## src/include/vtms_pkg.sv

```systemverilog
/*
  Constants, register map and compare helpers of the velocity threshold
  mode selector. Assumes a 50 MHz sys_clk and 32-bit register data.
*/
package vtms_pkg;

  // Register byte addresses
  localparam logic [7:0] ADDR_PWM_THR  = 8'h00;
  localparam logic [7:0] ADDR_LOW_THR  = 8'h04;
  localparam logic [7:0] ADDR_HIGH_THR = 8'h08;
  localparam logic [7:0] ADDR_COMM_THR = 8'h0c;
  localparam logic [7:0] ADDR_CONFIG   = 8'h10;
  localparam logic [7:0] ADDR_STATUS   = 8'h14;
  localparam logic [7:0] ADDR_INTERVAL = 8'h18;

  // Widths
  localparam int INTERVAL_W = 20;
  localparam int VEL_W      = 24;
  localparam int POS_W      = 32;
  localparam int COMM_HI    = 22;
  localparam int COMM_LO    = 8;
  localparam int COMM_KEEP  = 15;
  localparam int CFG_W      = 7;
  localparam int SUPP_W     = 12;

  // Values
  localparam logic [19:0]       INTERVAL_MAX = 20'hfffff;
  localparam logic [19:0]       THR_RESET    = 20'h00000;
  localparam logic [14:0]       COMM_RESET   = 15'h0000;
  localparam logic [23:0]       COMM_MIN     = 24'h000100;
  localparam logic [7:0]        COMM_PAD     = 8'h00;
  localparam logic [CFG_W-1:0]  CFG_RESET    = 7'h00;
  localparam logic [31:0]       POS_STEP     = 32'h00000001;
  localparam logic [31:0]       RD_ZERO      = 32'h00000000;

  // Stall blanking: 3 electrical periods of 1024 microsteps
  localparam logic [SUPP_W-1:0] SUPP_COUNT = 12'hc00;
  localparam logic [SUPP_W-1:0] SUPP_ZERO  = 12'h000;
  localparam logic [SUPP_W-1:0] SUPP_ONE   = 12'h001;

  // Configuration bit positions
  localparam int CFG_PWM       = 0;
  localparam int CFG_COOL      = 1;
  localparam int CFG_STOP      = 2;
  localparam int CFG_STALL_OUT = 3;
  localparam int CFG_HIGH_CHM  = 4;
  localparam int CFG_HIGH_FS   = 5;
  localparam int CFG_SMALL_HYS = 6;

  // Hysteresis shifts
  localparam int HYS_BIG   = 4;
  localparam int HYS_SMALL = 5;

  // Second compare value: thr*15/16-1 or thr*31/32-1, floored at zero
  function automatic logic [19:0] vtms_hys_lower(input logic [19:0] thr,
                                                  input logic        tight);
    logic [19:0] diff;
    diff = tight ? (thr - (thr >> HYS_SMALL)) : (thr - (thr >> HYS_BIG));
    return (diff == THR_RESET) ? THR_RESET : diff - 20'h00001;
  endfunction : vtms_hys_lower

  // Interval at or below threshold, with hysteresis on entry
  function automatic logic vtms_fast_next(input logic        cur,
                                          input logic [19:0] ival,
                                          input logic [19:0] thr,
                                          input logic        tight);
    return cur ? (ival <= thr) : (ival <= vtms_hys_lower(thr, tight));
  endfunction : vtms_fast_next

endpackage : vtms_pkg

```

## src/include/vtms_meas_if.sv

```systemverilog
/*
  Carrier between the mode selector core and its interval measurement.
  Assumes both ends run on the same sys_clk.
*/
`timescale 1ns/100ps
interface vtms_meas_if;
  logic        step_evt;   // One 1/256 microstep
  logic        small_hys;  // Use 1/32 hysteresis
  logic [19:0] thr_pwm;    // Voltage PWM threshold
  logic [19:0] thr_low;    // Low velocity threshold
  logic [19:0] thr_high;   // High velocity threshold
  logic [19:0] interval;   // Measured step interval
  logic        fast_pwm;   // Interval at or below PWM threshold
  logic        fast_low;   // Interval at or below low threshold
  logic        fast_high;  // Interval at or below high threshold

  modport meas (input step_evt, small_hys, thr_pwm, thr_low, thr_high,
                output interval, fast_pwm, fast_low, fast_high);
  modport core (output step_evt, small_hys, thr_pwm, thr_low, thr_high,
                input interval, fast_pwm, fast_low, fast_high);
endinterface : vtms_meas_if

```

## src/verilog/vtms_top.sv

```systemverilog
/*
  Velocity threshold mode selector: compares step interval and ramp
  velocity against thresholds and drives the chopper feature enables.
  Assumes synchronous inputs, a plain register port and one clock.
*/
// Behaviour
// - Slow interval allows PWM, blocks commutation
// - Hold 20-bit low velocity threshold
// - Middle band: scaling on, PWM off
// - Stall stop/output armed below low interval
// - Blank stall detection after high crossings
// - High band: scaling off, PWM off
// - High band chopper flag forces slow decay
// - High band switches synchronisation off
// - High band fullstep flag: fullstep, commutation detector
// - 23-bit commutation threshold, ramp source only
// - Step/dir mode: commutation from enable input
// - Zero threshold disables automatic commutation
// - Velocity above threshold acts as high band
// - Only threshold bits 22..8 used
// - Commutation writes back actual position
// - Commutation threshold is minimum step velocity
// - Interval counts clocks, saturates all ones
// - Comparisons use 1/16 or 1/32 hysteresis
`timescale 1ns/100ps
module vtms_top
  import vtms_pkg::*;
(
  input  wire  logic                sys_clk,
  input  wire  logic                reset,
  input  wire  logic [7:0]          reg_addr,
  input  wire  logic [31:0]         reg_wdata,
  input  wire  logic                reg_wr,
  input  wire  logic                reg_rd,
  output logic       [31:0]         reg_rdata,
  input  wire  logic                step_pulse,
  input  wire  logic                ramp_mode,
  input  wire  logic signed [23:0]  actual_velocity,
  input  wire  logic                commutation_enable_input,
  input  wire  logic                comm_step,
  input  wire  logic                comm_dir,
  input  wire  logic [31:0]         actual_position,
  output logic                      voltage_pwm_en,
  output logic                      coolscale_en,
  output logic                      stall_stop_en,
  output logic                      stall_out_en,
  output logic                      stall_suppress,
  output logic                      chopper_mode_force,
  output logic                      sync_off,
  output logic                      fullstep_en,
  output logic                      stall_det_comm,
  output logic                      commutation_en,
  output logic                      min_velocity_active,
  output logic       [22:0]         min_velocity,
  output logic                      position_wr,
  output logic       [31:0]         position_wr_data
);

  ////////////////////////////////////////////////////////////////////
  // State

  // Whole state of the selector
  typedef struct packed {
    logic [19:0]       thr_pwm;   // Voltage PWM threshold
    logic [19:0]       thr_low;   // Low velocity threshold
    logic [19:0]       thr_high;  // High velocity threshold
    logic [14:0]       comm_thr;  // Commutation threshold bits 22..8
    logic [CFG_W-1:0]  cfg;       // Feature configuration
    logic [31:0]       rdata;     // Read data, one cycle
    logic              high_mode; // High band active
    logic              stall_arm; // Stall functions armed
    logic [SUPP_W-1:0] supp_cnt;  // Microsteps left to blank
    logic              pwm_en;    // Registered enables
    logic              cool_en;
    logic              stop_en;
    logic              sout_en;
    logic              supp;
    logic              chm_force;
    logic              sync_off;
    logic              fs_en;
    logic              det_comm;
    logic              comm_en;
    logic              minv_act;
    logic              pos_wr;    // Position write pulse
    logic [31:0]       pos_data;  // Position write value
  } vtms_state_t;

  vtms_state_t st_ff;   // Registered state
  vtms_state_t nxt_st;  // Next state

  vtms_meas_if mif ();  // Link to interval measurement

  logic [23:0] vel_mag;   // Magnitude of actual velocity
  logic [23:0] comm_full; // Threshold with low bits zero
  logic        comm_vel;  // Velocity above commutation threshold
  logic        high;      // High band this cycle
  logic        comm_raw;  // Commutation request
  logic        comm;      // Commutation granted
  logic [31:0] status;    // Status word

  ////////////////////////////////////////////////////////////////////
  // Interval measurement

  // Feed thresholds and microsteps to the comparators
  assign mif.step_evt  = step_pulse;
  assign mif.small_hys = st_ff.cfg[CFG_SMALL_HYS];
  assign mif.thr_pwm   = st_ff.thr_pwm;
  assign mif.thr_low   = st_ff.thr_low;
  assign mif.thr_high  = st_ff.thr_high;

  vtms_interval u_interval (
    .sys_clk (sys_clk),
    .reset   (reset),
    .mif     (mif)
  );

  ////////////////////////////////////////////////////////////////////
  // Velocity decisions

  // Magnitude and commutation comparison
  always_comb begin
    // Absolute velocity
    vel_mag   = actual_velocity[23] ? 24'(-actual_velocity)
                                    : 24'(actual_velocity);
    // Low bits ignored in the compare
    comm_full = {1'b0, st_ff.comm_thr, COMM_PAD};
    // Ramp source only, zero or small disables
    comm_vel  = ramp_mode && (comm_full >= COMM_MIN)
                && (vel_mag >= comm_full);
    // Interval band or commutation velocity
    high      = mif.fast_high | comm_vel;
    // Step/dir mode uses the enable input alone
    comm_raw  = ramp_mode ? comm_vel
                          : commutation_enable_input;
    // Slow interval keeps commutation off
    comm      = comm_raw & mif.fast_pwm;
  end

  // Status word for software
  always_comb begin
    status    = RD_ZERO;
    status[0] = st_ff.pwm_en;
    status[1] = st_ff.cool_en;
    status[2] = st_ff.stall_arm;
    status[3] = st_ff.high_mode;
    status[4] = st_ff.comm_en;
    status[5] = st_ff.supp;
  end

  ////////////////////////////////////////////////////////////////////
  // Next state

  always_comb begin
    nxt_st = st_ff;

    // Register writes
    if (reg_wr) begin
      case (reg_addr)
        ADDR_PWM_THR: begin
          nxt_st.thr_pwm = reg_wdata[19:0];
        end
        ADDR_LOW_THR: begin
          nxt_st.thr_low = reg_wdata[19:0];
        end
        ADDR_HIGH_THR: begin
          nxt_st.thr_high = reg_wdata[19:0];
        end
        ADDR_COMM_THR: begin
          // Only upper bits are kept
          nxt_st.comm_thr = reg_wdata[COMM_HI:COMM_LO];
        end
        ADDR_CONFIG: begin
          nxt_st.cfg = reg_wdata[CFG_W-1:0];
        end
        default: begin
          // Unmapped writes ignored
        end
      endcase
    end

    // Read data stands one cycle only
    nxt_st.rdata = RD_ZERO;
    if (reg_rd) begin
      case (reg_addr)
        ADDR_CONFIG: begin
          nxt_st.rdata = {25'h0000000, st_ff.cfg};
        end
        ADDR_STATUS: begin
          nxt_st.rdata = status;
        end
        ADDR_INTERVAL: begin
          nxt_st.rdata = {12'h000, mif.interval};
        end
        default: begin
          // Thresholds write only, unmapped read zero
          nxt_st.rdata = RD_ZERO;
        end
      endcase
    end

    // Band tracking
    nxt_st.high_mode = high;

    // Blank stall detection after each high crossing
    if (high != st_ff.high_mode) begin
      nxt_st.supp_cnt = SUPP_COUNT;
    end else if (step_pulse && (st_ff.supp_cnt != SUPP_ZERO)) begin
      nxt_st.supp_cnt = st_ff.supp_cnt - SUPP_ONE;
    end
    nxt_st.supp = (nxt_st.supp_cnt != SUPP_ZERO);

    // Arm stall functions below low interval
    if (mif.fast_low) begin
      nxt_st.stall_arm = 1'b1;
    end else if (!comm) begin
      // Outside commutation, slow speed disarms
      nxt_st.stall_arm = 1'b0;
    end

    // Voltage PWM only in slow band
    nxt_st.pwm_en  = st_ff.cfg[CFG_PWM] & ~mif.fast_low
                     & ~high;
    // Load scaling between low and high
    nxt_st.cool_en = st_ff.cfg[CFG_COOL] & mif.fast_low
                     & ~high;
    // Stop on stall with internal motion controller
    nxt_st.stop_en = st_ff.cfg[CFG_STOP] & ramp_mode
                     & nxt_st.stall_arm & ~nxt_st.supp;
    // Stall output
    nxt_st.sout_en = st_ff.cfg[CFG_STALL_OUT]
                     & nxt_st.stall_arm & ~nxt_st.supp;

    // High band chopper overrides
    nxt_st.chm_force = high & st_ff.cfg[CFG_HIGH_CHM];
    nxt_st.sync_off  = high;
    nxt_st.fs_en     = high & st_ff.cfg[CFG_HIGH_FS];
    nxt_st.det_comm  = (high & st_ff.cfg[CFG_HIGH_FS]) | comm;

    // Commutation and its minimum velocity
    nxt_st.comm_en  = comm;
    nxt_st.minv_act = comm & ramp_mode;

    // Position follows the commutation
    nxt_st.pos_wr = comm & comm_step;
    if (comm && comm_step) begin
      nxt_st.pos_data = comm_dir ? (actual_position - POS_STEP)
                                 : (actual_position + POS_STEP);
    end
  end

  ////////////////////////////////////////////////////////////////////
  // State register

  always_ff @(posedge sys_clk) begin
    if (reset) begin
      // All thresholds and enables clear
      st_ff <= '{thr_pwm: THR_RESET, thr_low: THR_RESET,
                 thr_high: THR_RESET, comm_thr: COMM_RESET,
                 cfg: CFG_RESET, rdata: RD_ZERO,
                 supp_cnt: SUPP_ZERO, pos_data: RD_ZERO,
                 default: 1'b0};
    end else begin
      st_ff <= nxt_st;
    end
  end

  ////////////////////////////////////////////////////////////////////
  // Outputs

  // All outputs from flops
  assign reg_rdata           = st_ff.rdata;
  assign voltage_pwm_en      = st_ff.pwm_en;
  assign coolscale_en        = st_ff.cool_en;
  assign stall_stop_en       = st_ff.stop_en;
  assign stall_out_en        = st_ff.sout_en;
  assign stall_suppress      = st_ff.supp;
  assign chopper_mode_force  = st_ff.chm_force;
  assign sync_off            = st_ff.sync_off;
  assign fullstep_en         = st_ff.fs_en;
  assign stall_det_comm      = st_ff.det_comm;
  assign commutation_en      = st_ff.comm_en;
  assign min_velocity_active = st_ff.minv_act;
  // Minimum step velocity during commutation
  assign min_velocity        = {st_ff.comm_thr, COMM_PAD};
  assign position_wr         = st_ff.pos_wr;
  assign position_wr_data    = st_ff.pos_data;

endmodule : vtms_top

```

## src/verilog/vtms_interval.sv

```systemverilog
/*
  Step interval measurement and the three hysteresis comparators.
  Assumes step_evt is a one-cycle pulse synchronous to sys_clk.
*/
`timescale 1ns/100ps
module vtms_interval
  import vtms_pkg::*;
(
  input  wire logic sys_clk,
  input  wire logic reset,
  vtms_meas_if.meas mif
);

  // Whole state of the measurement
  typedef struct packed {
    logic [19:0] count;     // Clocks since last microstep
    logic [19:0] interval;  // Last measured interval
    logic        fast_pwm;  // Compare states
    logic        fast_low;
    logic        fast_high;
  } vtms_meas_t;

  vtms_meas_t st_ff;   // Registered state
  vtms_meas_t nxt_st;  // Next state

  ////////////////////////////////////////////////////////////////////
  // Next state
  always_comb begin
    nxt_st = st_ff;
    // Count clocks, stop at all ones
    if (st_ff.count != INTERVAL_MAX) begin
      nxt_st.count = st_ff.count + 20'h00001;
    end
    if (mif.step_evt) begin
      // Clocks between two microsteps, saturated
      nxt_st.interval = nxt_st.count;
      nxt_st.count    = THR_RESET;
    end else if (st_ff.count == INTERVAL_MAX) begin
      // Standstill reads as all ones
      nxt_st.interval = INTERVAL_MAX;
    end
    // Every comparison re-evaluated each cycle
    nxt_st.fast_pwm  = vtms_fast_next(st_ff.fast_pwm, st_ff.interval,
                                      mif.thr_pwm, mif.small_hys);
    nxt_st.fast_low  = vtms_fast_next(st_ff.fast_low, st_ff.interval,
                                      mif.thr_low, mif.small_hys);
    nxt_st.fast_high = vtms_fast_next(st_ff.fast_high, st_ff.interval,
                                      mif.thr_high, mif.small_hys);
  end

  ////////////////////////////////////////////////////////////////////
  // State register
  always_ff @(posedge sys_clk) begin
    if (reset) begin
      st_ff <= '{count: THR_RESET, interval: INTERVAL_MAX,
                 fast_pwm: 1'b0, fast_low: 1'b0, fast_high: 1'b0};
    end else begin
      st_ff <= nxt_st;
    end
  end

  // Outputs straight from flops
  assign mif.interval  = st_ff.interval;
  assign mif.fast_pwm  = st_ff.fast_pwm;
  assign mif.fast_low  = st_ff.fast_low;
  assign mif.fast_high = st_ff.fast_high;

endmodule : vtms_interval

```

## config.mk

```make
export PLATFORM = sky130hd
export DESIGN_NAME = vtms_top
export DESIGN_NICKNAME = d
export VERILOG_FILES = /design/src/include/vtms_pkg.sv /design/src/include/vtms_meas_if.sv /design/src/verilog/vtms_top.sv /design/src/verilog/vtms_interval.sv
export SDC_FILE = /design/constraint.sdc
export NUM_CORES = 1
export LEC_CHECK = 0
export CORE_MARGIN = 4
export CORE_UTILIZATION = 25
export DETAILED_ROUTE_END_ITERATION = 6
export DONT_BUFFER_PORTS = 1
export SLEW_MARGIN = 10
export SYNTH_ARGS = -nofsm -noshare
export SYNTH_HDL_FRONTEND = slang
export SYNTH_SLANG_ARGS = --single-unit
```

## constraint.sdc

```tcl
create_clock -name sys_clk -period 5 [get_ports sys_clk]
set_input_delay 0.75 -clock sys_clk [delete_from_list [all_inputs] [get_ports sys_clk]]
set_output_delay 0.75 -clock sys_clk [all_outputs]
set_load 0.005 [all_outputs]
```

; ---- Yosys cells after proc, flatten, opt, wreduce, memory -nomap -nowiden
; Index checks and enable logic that the tools add are counted.
; W data, S select, Z words.
[op_classes]
bitwise = 20
n_eq_ne = 9
addsub = 14
n_reduce_logical = 18
magnitude_cmp = 8
mux = 20
[ops]
columns = operator, count
row1 = $mux W20, 9
row2 = $le A20 B20 Y1, 6
row3 = $logic_not A20 Y1, 3
row4 = $pmux W20 S3, 1
row5 = $sub A20 B1 Y20 const B, 3
row6 = $sub A20 B15 Y20, 3
row7 = $sub A20 B16 Y20, 3
row8 = $add A32 B1 Y32 const B, 1
row9 = $mux W32, 1
row10 = $sub A32 B1 Y32 const B, 1
row11 = $eq A8 B5 Y1 const B, 3
row12 = $ge A24 B23 Y1, 1
row13 = $mux W12, 2
row14 = $mux W24, 1
row15 = $neg A24 Y24, 1
row16 = $reduce_bool A12 Y1, 2
row17 = $ge A23 B9 Y1 const B, 1
row18 = $add A20 B1 Y20 const B, 1
row19 = $eq A20 B20 Y1 const B, 1
row20 = $ne A20 B20 Y1 const B, 1
row21 = $eq A8 B4 Y1 const B, 2
row22 = $and A1 B1 Y1, 14
row23 = $sub A12 B1 Y12 const B, 1
row24 = $reduce_and A2 Y1, 5
row25 = other kinds (9), 22
[totals]
ff_bits = 214
in_bits = 105
output_inout_bits = 99

; ---- Logic depth before layout (Yosys ltp)
[logic_depth]
depth_word = 10
ltp_mapped = 28
ltp_nobuf = 24

; ---- Hierarchy
; From an unflattened synthesis, not the netlist that was laid out.
[hier_totals]
hier_cells = 2370
area_unflattened_um2 = 18235.0
[by_module_without_submodules]
columns = module, n_inst, cells_each, area_per_inst_um2
row1 = vtms_interval, 1, 1268, 9425.3
row2 = vtms_top, 1, 1102, 8809.7

; ---- Worst setup path after synthesis
; No wires, ideal clock.
[synth_path]
kind = reg2reg
start = register st_ff (netlist bit mif.small_hys)
end = register u_interval.st_ff (netlist bit u_interval.mif.fast_pwm)
stages_incl_launch_ff = 24
t_required_ps = 4914
slack_ps = -285
setup_time_ps = 86
arrival_time_ps = 5199
period_less_slack_ps = 5285
cell_sequence = dfxtp_1 > clkbuf_1 > buf_1 > mux2i_1 > fa_1 > a211oi_1 > o21ai_1 > a31oi_1 > o21ai_1 > xor2_1 > nor4_1 > and2_1 > nand3_1 > buf_2 > o21ai_1 > ha_1 > a21o_1 > a21o_1 > a21oi_1 > nor2b_1 > o21ai_0 > o311a_1 > o221ai_1 > a211oi_1
[synth_via]
elab_chain_len = 5
elab_cells_between_ends = 6
[synth_lines]
columns = element, line
row1 = from (decl), vtms_top.sv:88  ; vtms_state_t st_ff;
row2 = from (signal assigned), vtms_top.sv:257  ; st_ff <= '{thr_pwm: THR_RESET, thr_low: THR_RESET,
row3 = from (signal assigned), vtms_top.sv:263  ; st_ff <= nxt_st;
row4 = $mux W20 (*), vtms_pkg.sv:58  ; diff = tight ? (thr - (thr >> HYS_SMALL)) : (thr - (thr >> HYS_BIG));
row5 = $sub A20 B1 Y20 or $logic_not A20 Y1 (tied branches), vtms_pkg.sv:59  ; return (diff == THR_RESET) ? THR_RESET : diff - 20'h00001;
row6 = $mux W20 (*), vtms_pkg.sv:59
row7 = $le A20 B20 Y1 (*), vtms_pkg.sv:67  ; return cur ? (ival <= thr) : (ival <= vtms_hys_lower(thr, tight));
row8 = $mux W1 (*), vtms_pkg.sv:67
row9 = to (signal assigned), vtms_interval.sv:55  ; st_ff <= '{count: THR_RESET, interval: INTERVAL_MAX,
row10 = to (signal assigned), vtms_interval.sv:58  ; st_ff <= nxt_st;
row11 = to (decl), vtms_interval.sv:23  ; vtms_meas_t st_ff;
; Every way passes the cells marked *; elsewhere a longest branch is shown, timed or not.
; A chain may end at the register's enable or synchronous reset.

; ---- Final worst setup path
[layout_path]
start = register st_ff (netlist bit mif.small_hys)
end = register u_interval.st_ff (netlist bit u_interval.mif.fast_high)
; The elaborated chain is that of the path after synthesis.

==> flow_metrics.env <==
export IMPL_fmax_mhz=202.9
export IMPL_h_tree_depth=1
export IMPL_end_kind="flop"
export IMPL_tns_ns=0
export IMPL_core_area_sq_um=71730
export IMPL_synthFlopType="dfxtp_1"
export IMPL_grt_pass1_vias=15930
export IMPL_io_pin_count=204
export IMPL_r2r_slack_ns=0.07
export IMPL_postCtsHoldBufs=0
export IMPL_r2r_end="u_interval.mif.fast_high"
export IMPL_antenna_found_initial=8
export IMPL_vias_per_cell=4.918
export IMPL_area_growth_pct=16.38
export IMPL_slew_limit_headroom_pct=27.18
export IMPL_cts_buffers=26
export IMPL_fin_skew_ns=0.03875
export IMPL_synth_top_cell_by_area="dfxtp_1"
export IMPL_drive_gt1_share_pct=13.82
export IMPL_slew_viol_final=0
export IMPL_grt_pass1_wl_um=89710
export IMPL_ys_types=90
export IMPL_avgSynthCellArea_sq_um=7.730
export IMPL_cts_sinks=202
export IMPL_p_leak_nw=8.425
export IMPL_hp_start="reset"
export IMPL_hold_viol_final=0
export IMPL_seqPwrFrac_pct=33.0
export IMPL_cts_tree="built"
export IMPL_grt_use_total_pct=14.32
export IMPL_fin_nets=2725
export IMPL_dieArea_sq_um=77010
export IMPL_grt_ovfl_total=0
export IMPL_sw_frac_of_total_pct=31.71
export IMPL_power_switching_mw=1.738
export IMPL_hold_path_end="position_wr_data[5]"
export IMPL_critPathLaunchType="flop"
export IMPL_gp_congestion=0.8628
export IMPL_p_per_area_nw_per_um2=259.3
export IMPL_first_pass_iters=5
export IMPL_clkPwrFrac_pct=39.6
export IMPL_worstSetupPathType="flop to flop"
export IMPL_setup_violations=0
export IMPL_post_route_min_period_ns=4.928
export IMPL_clk_pin_slew_worst_paths_ns=0.08
export IMPL_ff2ff_path_depth=24
export IMPL_synth_area_sq_um=18160
export IMPL_wl_um=57880
export IMPL_max_slew_worst_pin_slew_ns=1.087
export IMPL_dr_first_iter_drc_count=834
export IMPL_start_util_pct=25.31
export IMPL_synth_seq_area_share_pct=22.27
export IMPL_synthTopCellsByArea="dfxtp_1, ha_1, nand2_1"
export IMPL_ant_nets=0
export IMPL_synthArstFlopShare_pct=0
export IMPL_worstReg2RegStart="mif.small_hys"
export IMPL_whs_path_depth=1
export IMPL_min_path_type="input pin to flop"
export IMPL_die_x_um=277.5
export IMPL_synth_edf_count=0
export IMPL_grt_max_degree=129
export IMPL_diodes=0
export IMPL_core_rowCount=98
export IMPL_cp_data_required_time_ns=5.48
export IMPL_drc_errors=0
export IMPL_p_comb_share_pct=27.5
export IMPL_post_route_period_util_pct=98.55
export IMPL_hpwl_um=44160
export IMPL_crit_fanout=8
export IMPL_syn_inst=2349
export IMPL_ir_drop_uv=210.3
export IMPL_insertion_delay_ns=0.59
export IMPL_cap_violations=0
export IMPL_synth_seq_cells=202
export IMPL_yosysWarnings=0
export IMPL_hold_slack_ns=0.2296
export IMPL_io_buffer_count=0
export IMPL_internal_power_mw=3.742
export IMPL_clockBufferDepth=3
export IMPL_die_y_um=277.5
export IMPL_rsz0062_at_grt="true"
export IMPL_root_buffer="clkbuf_16"
export IMPL_outcome="finished clean"
export IMPL_crit_arrival_ns=5.40
export IMPL_fillers=7725
export IMPL_wl_per_cell_um=17.19
export IMPL_vias=16560
export IMPL_netlist_area_leader_share_pct=22.27
-- final cells by class --
type / count / area, sq um / area share, %
multi-input cells: 1871 / 13060 / 61.79
flip-flops and latches: 202 / 4048 / 19.15
repair buffers: 173 / 1389 / 6.572
well taps: 950 / 1189 / 5.625
clock buffers: 32 / 713.2 / 3.375
inverters: 123 / 461.7 / 2.185
clock inverters: 16 / 275.3 / 1.303
-- power by group through the flow --
stage / clock network (mW) / registers, mW / logic, mW
finish: 2.17 / 1.81 / 1.51
global route: 2.27 / 1.82 / 1.72
CTS: 2.22 / 1.81 / 1.39
detailed placement: 0 / 1.84 / 1.38
global placement: 0 / 1.84 / 1.37
floorplan: 0 / 1.77 / 1.14
-- worst max-delay path by stage --
stage / startpoint / end / slack, ns / depth (start not counted)
finish: mif.small_hys / u_interval.mif.fast_high / 0.07 / 24
global placement: mif.small_hys / u_interval.mif.fast_pwm / -0.04 / 22
detailed placement: mif.small_hys / u_interval.mif.fast_high / -0.03 / 23
CTS: mif.small_hys / u_interval.mif.fast_pwm / 0.008 / 22
global route: mif.small_hys / u_interval.mif.fast_pwm / -0.23 / 21
floorplan: mif.small_hys / u_interval.mif.fast_pwm / 0.004 / 26
-- cell usage after synthesis, types with 21 or more instances --
library cell / n
o21ai_0: 87
xor2_1: 55
nor2b_1: 29
nand2b_1: 23
nand3_1: 51
a21oi_1: 211
dfxtp_1: 202
a211oi_1: 24
nor2_1: 165
nand4_1: 37
a21o_1: 71
o21a_1: 21
nor3_1: 42
inv_1: 121
mux2i_1: 67
xnor2_1: 86
nand2_1: 304
buf_4: 89
ha_1: 219
and3_1: 24
clkbuf_1: 63
and2_1: 32
-- worst max-delay path: stages (launching register included) --
cell and delay [ns]:
dfxtp_4 0.39, buf_6 0.15, o21ai_2 0.11, ha_2 0.20
inv_2 0.04, fa_2 0.41, a21o_1 0.20, a21oi_2 0.20
xor2_2 0.18, a211oi_2 0.10, a2111oi_2 0.36, buf_4 0.18
o2111ai_2 0.11, nand4bb_1 0.22, or4_4 0.60, buf_6 0.16
nand2_2 0.06, ha_4 0.20, a21o_1 0.17, a21o_1 0.18
a21oi_2 0.15, o211ai_1 0.13, a21oi_2 0.11, a311oi_1 0.05
nor3_1 0.16
-- registers in the layout (all words and copies together) (netlist names), 15 cells and up --
signal                   cells
position_wr_data            32
mif.thr_high                20
mif.thr_low                 20
mif.thr_pwm                 20
reg_rdata                   20
u_interval.mif.interval     20
u_interval.st_ff            20
st_ff                       19
min_velocity                15
-- metal layers --
layer	vias to the layer above	GRT usage [%]	routed length, um
li1	8380	-	-
met1	7634	17.62	24900
met2	419	22.92	25150
met3	108	5.731	5675
met4	17	4.350	1981
met5	-	0.7505	177
-- cell families after synthesis --
kind of cell               count (synthesis)  synth area share (%)
other                                      1               0.02065
muxes                                     68                 3.755
DFF                                      202                 22.27
buffers and inverters                    295                 8.076
and+or+nand+nor                          831                 22.48
xor gates and xnor gates                 141                 6.801
AOI/OAI and AO/OA                        588                 21.07
adders and majority gates                223                 15.53
-- cell usage in the layout (no fill, tap or decap), types with 14 or more instances in the layout --
cell type / count
ha_1: 216
a211oi_1: 17
dfxtp_1: 201
mux2i_1: 64
nor2b_1: 29
nand2b_1: 23
xnor2_1: 85
o21a_1: 21
clkbuf_16: 27
o21ai_0: 77
or3_1: 18
and2_1: 32
xor2_1: 54
nand3_1: 50
o21ai_1: 20
o211ai_1: 15
buf_4: 159
inv_1: 120
nor2_1: 163
nand4_1: 37
o31ai_1: 17
a31oi_1: 15
a21oi_1: 202
and3_1: 24
nor3_1: 41
conb_1: 20
a21o_1: 71
or2_2: 14
nand2_1: 303
-- metrics by stage --
step / instances / worst slack (ns) / instance area, sq um / power, mW / utilization (%)
final: 3367 / 0.07235 / 21130 / 5.480 / 29.46
after global routing: 3367 / -0.2339 / 21130 / 5.804 / 29.46
after CTS: 3343 / 0.008107 / 20580 / 5.419 / 28.70
after detailed placement: 3295 / -0.03104 / 19570 / 3.219 / 27.28
after global placement: 3295 / -0.03870 / 19570 / 3.206 / 27.28
after floorplan: 2368 / 0.003928 / 18260 / 2.909 / -
-- what timing repair did --
| item | 4_1_cts | 5_1_grt |
|---|---|---|
| setup buffers | 0 | 22 |
| setup endpoints to repair | 3 | 3 |
| gates cloned | 0 | 2 |
| pin swaps | 0 | 52 |
| resized for setup | 5 | 79 |
Power figures use the tool's default switching activity.
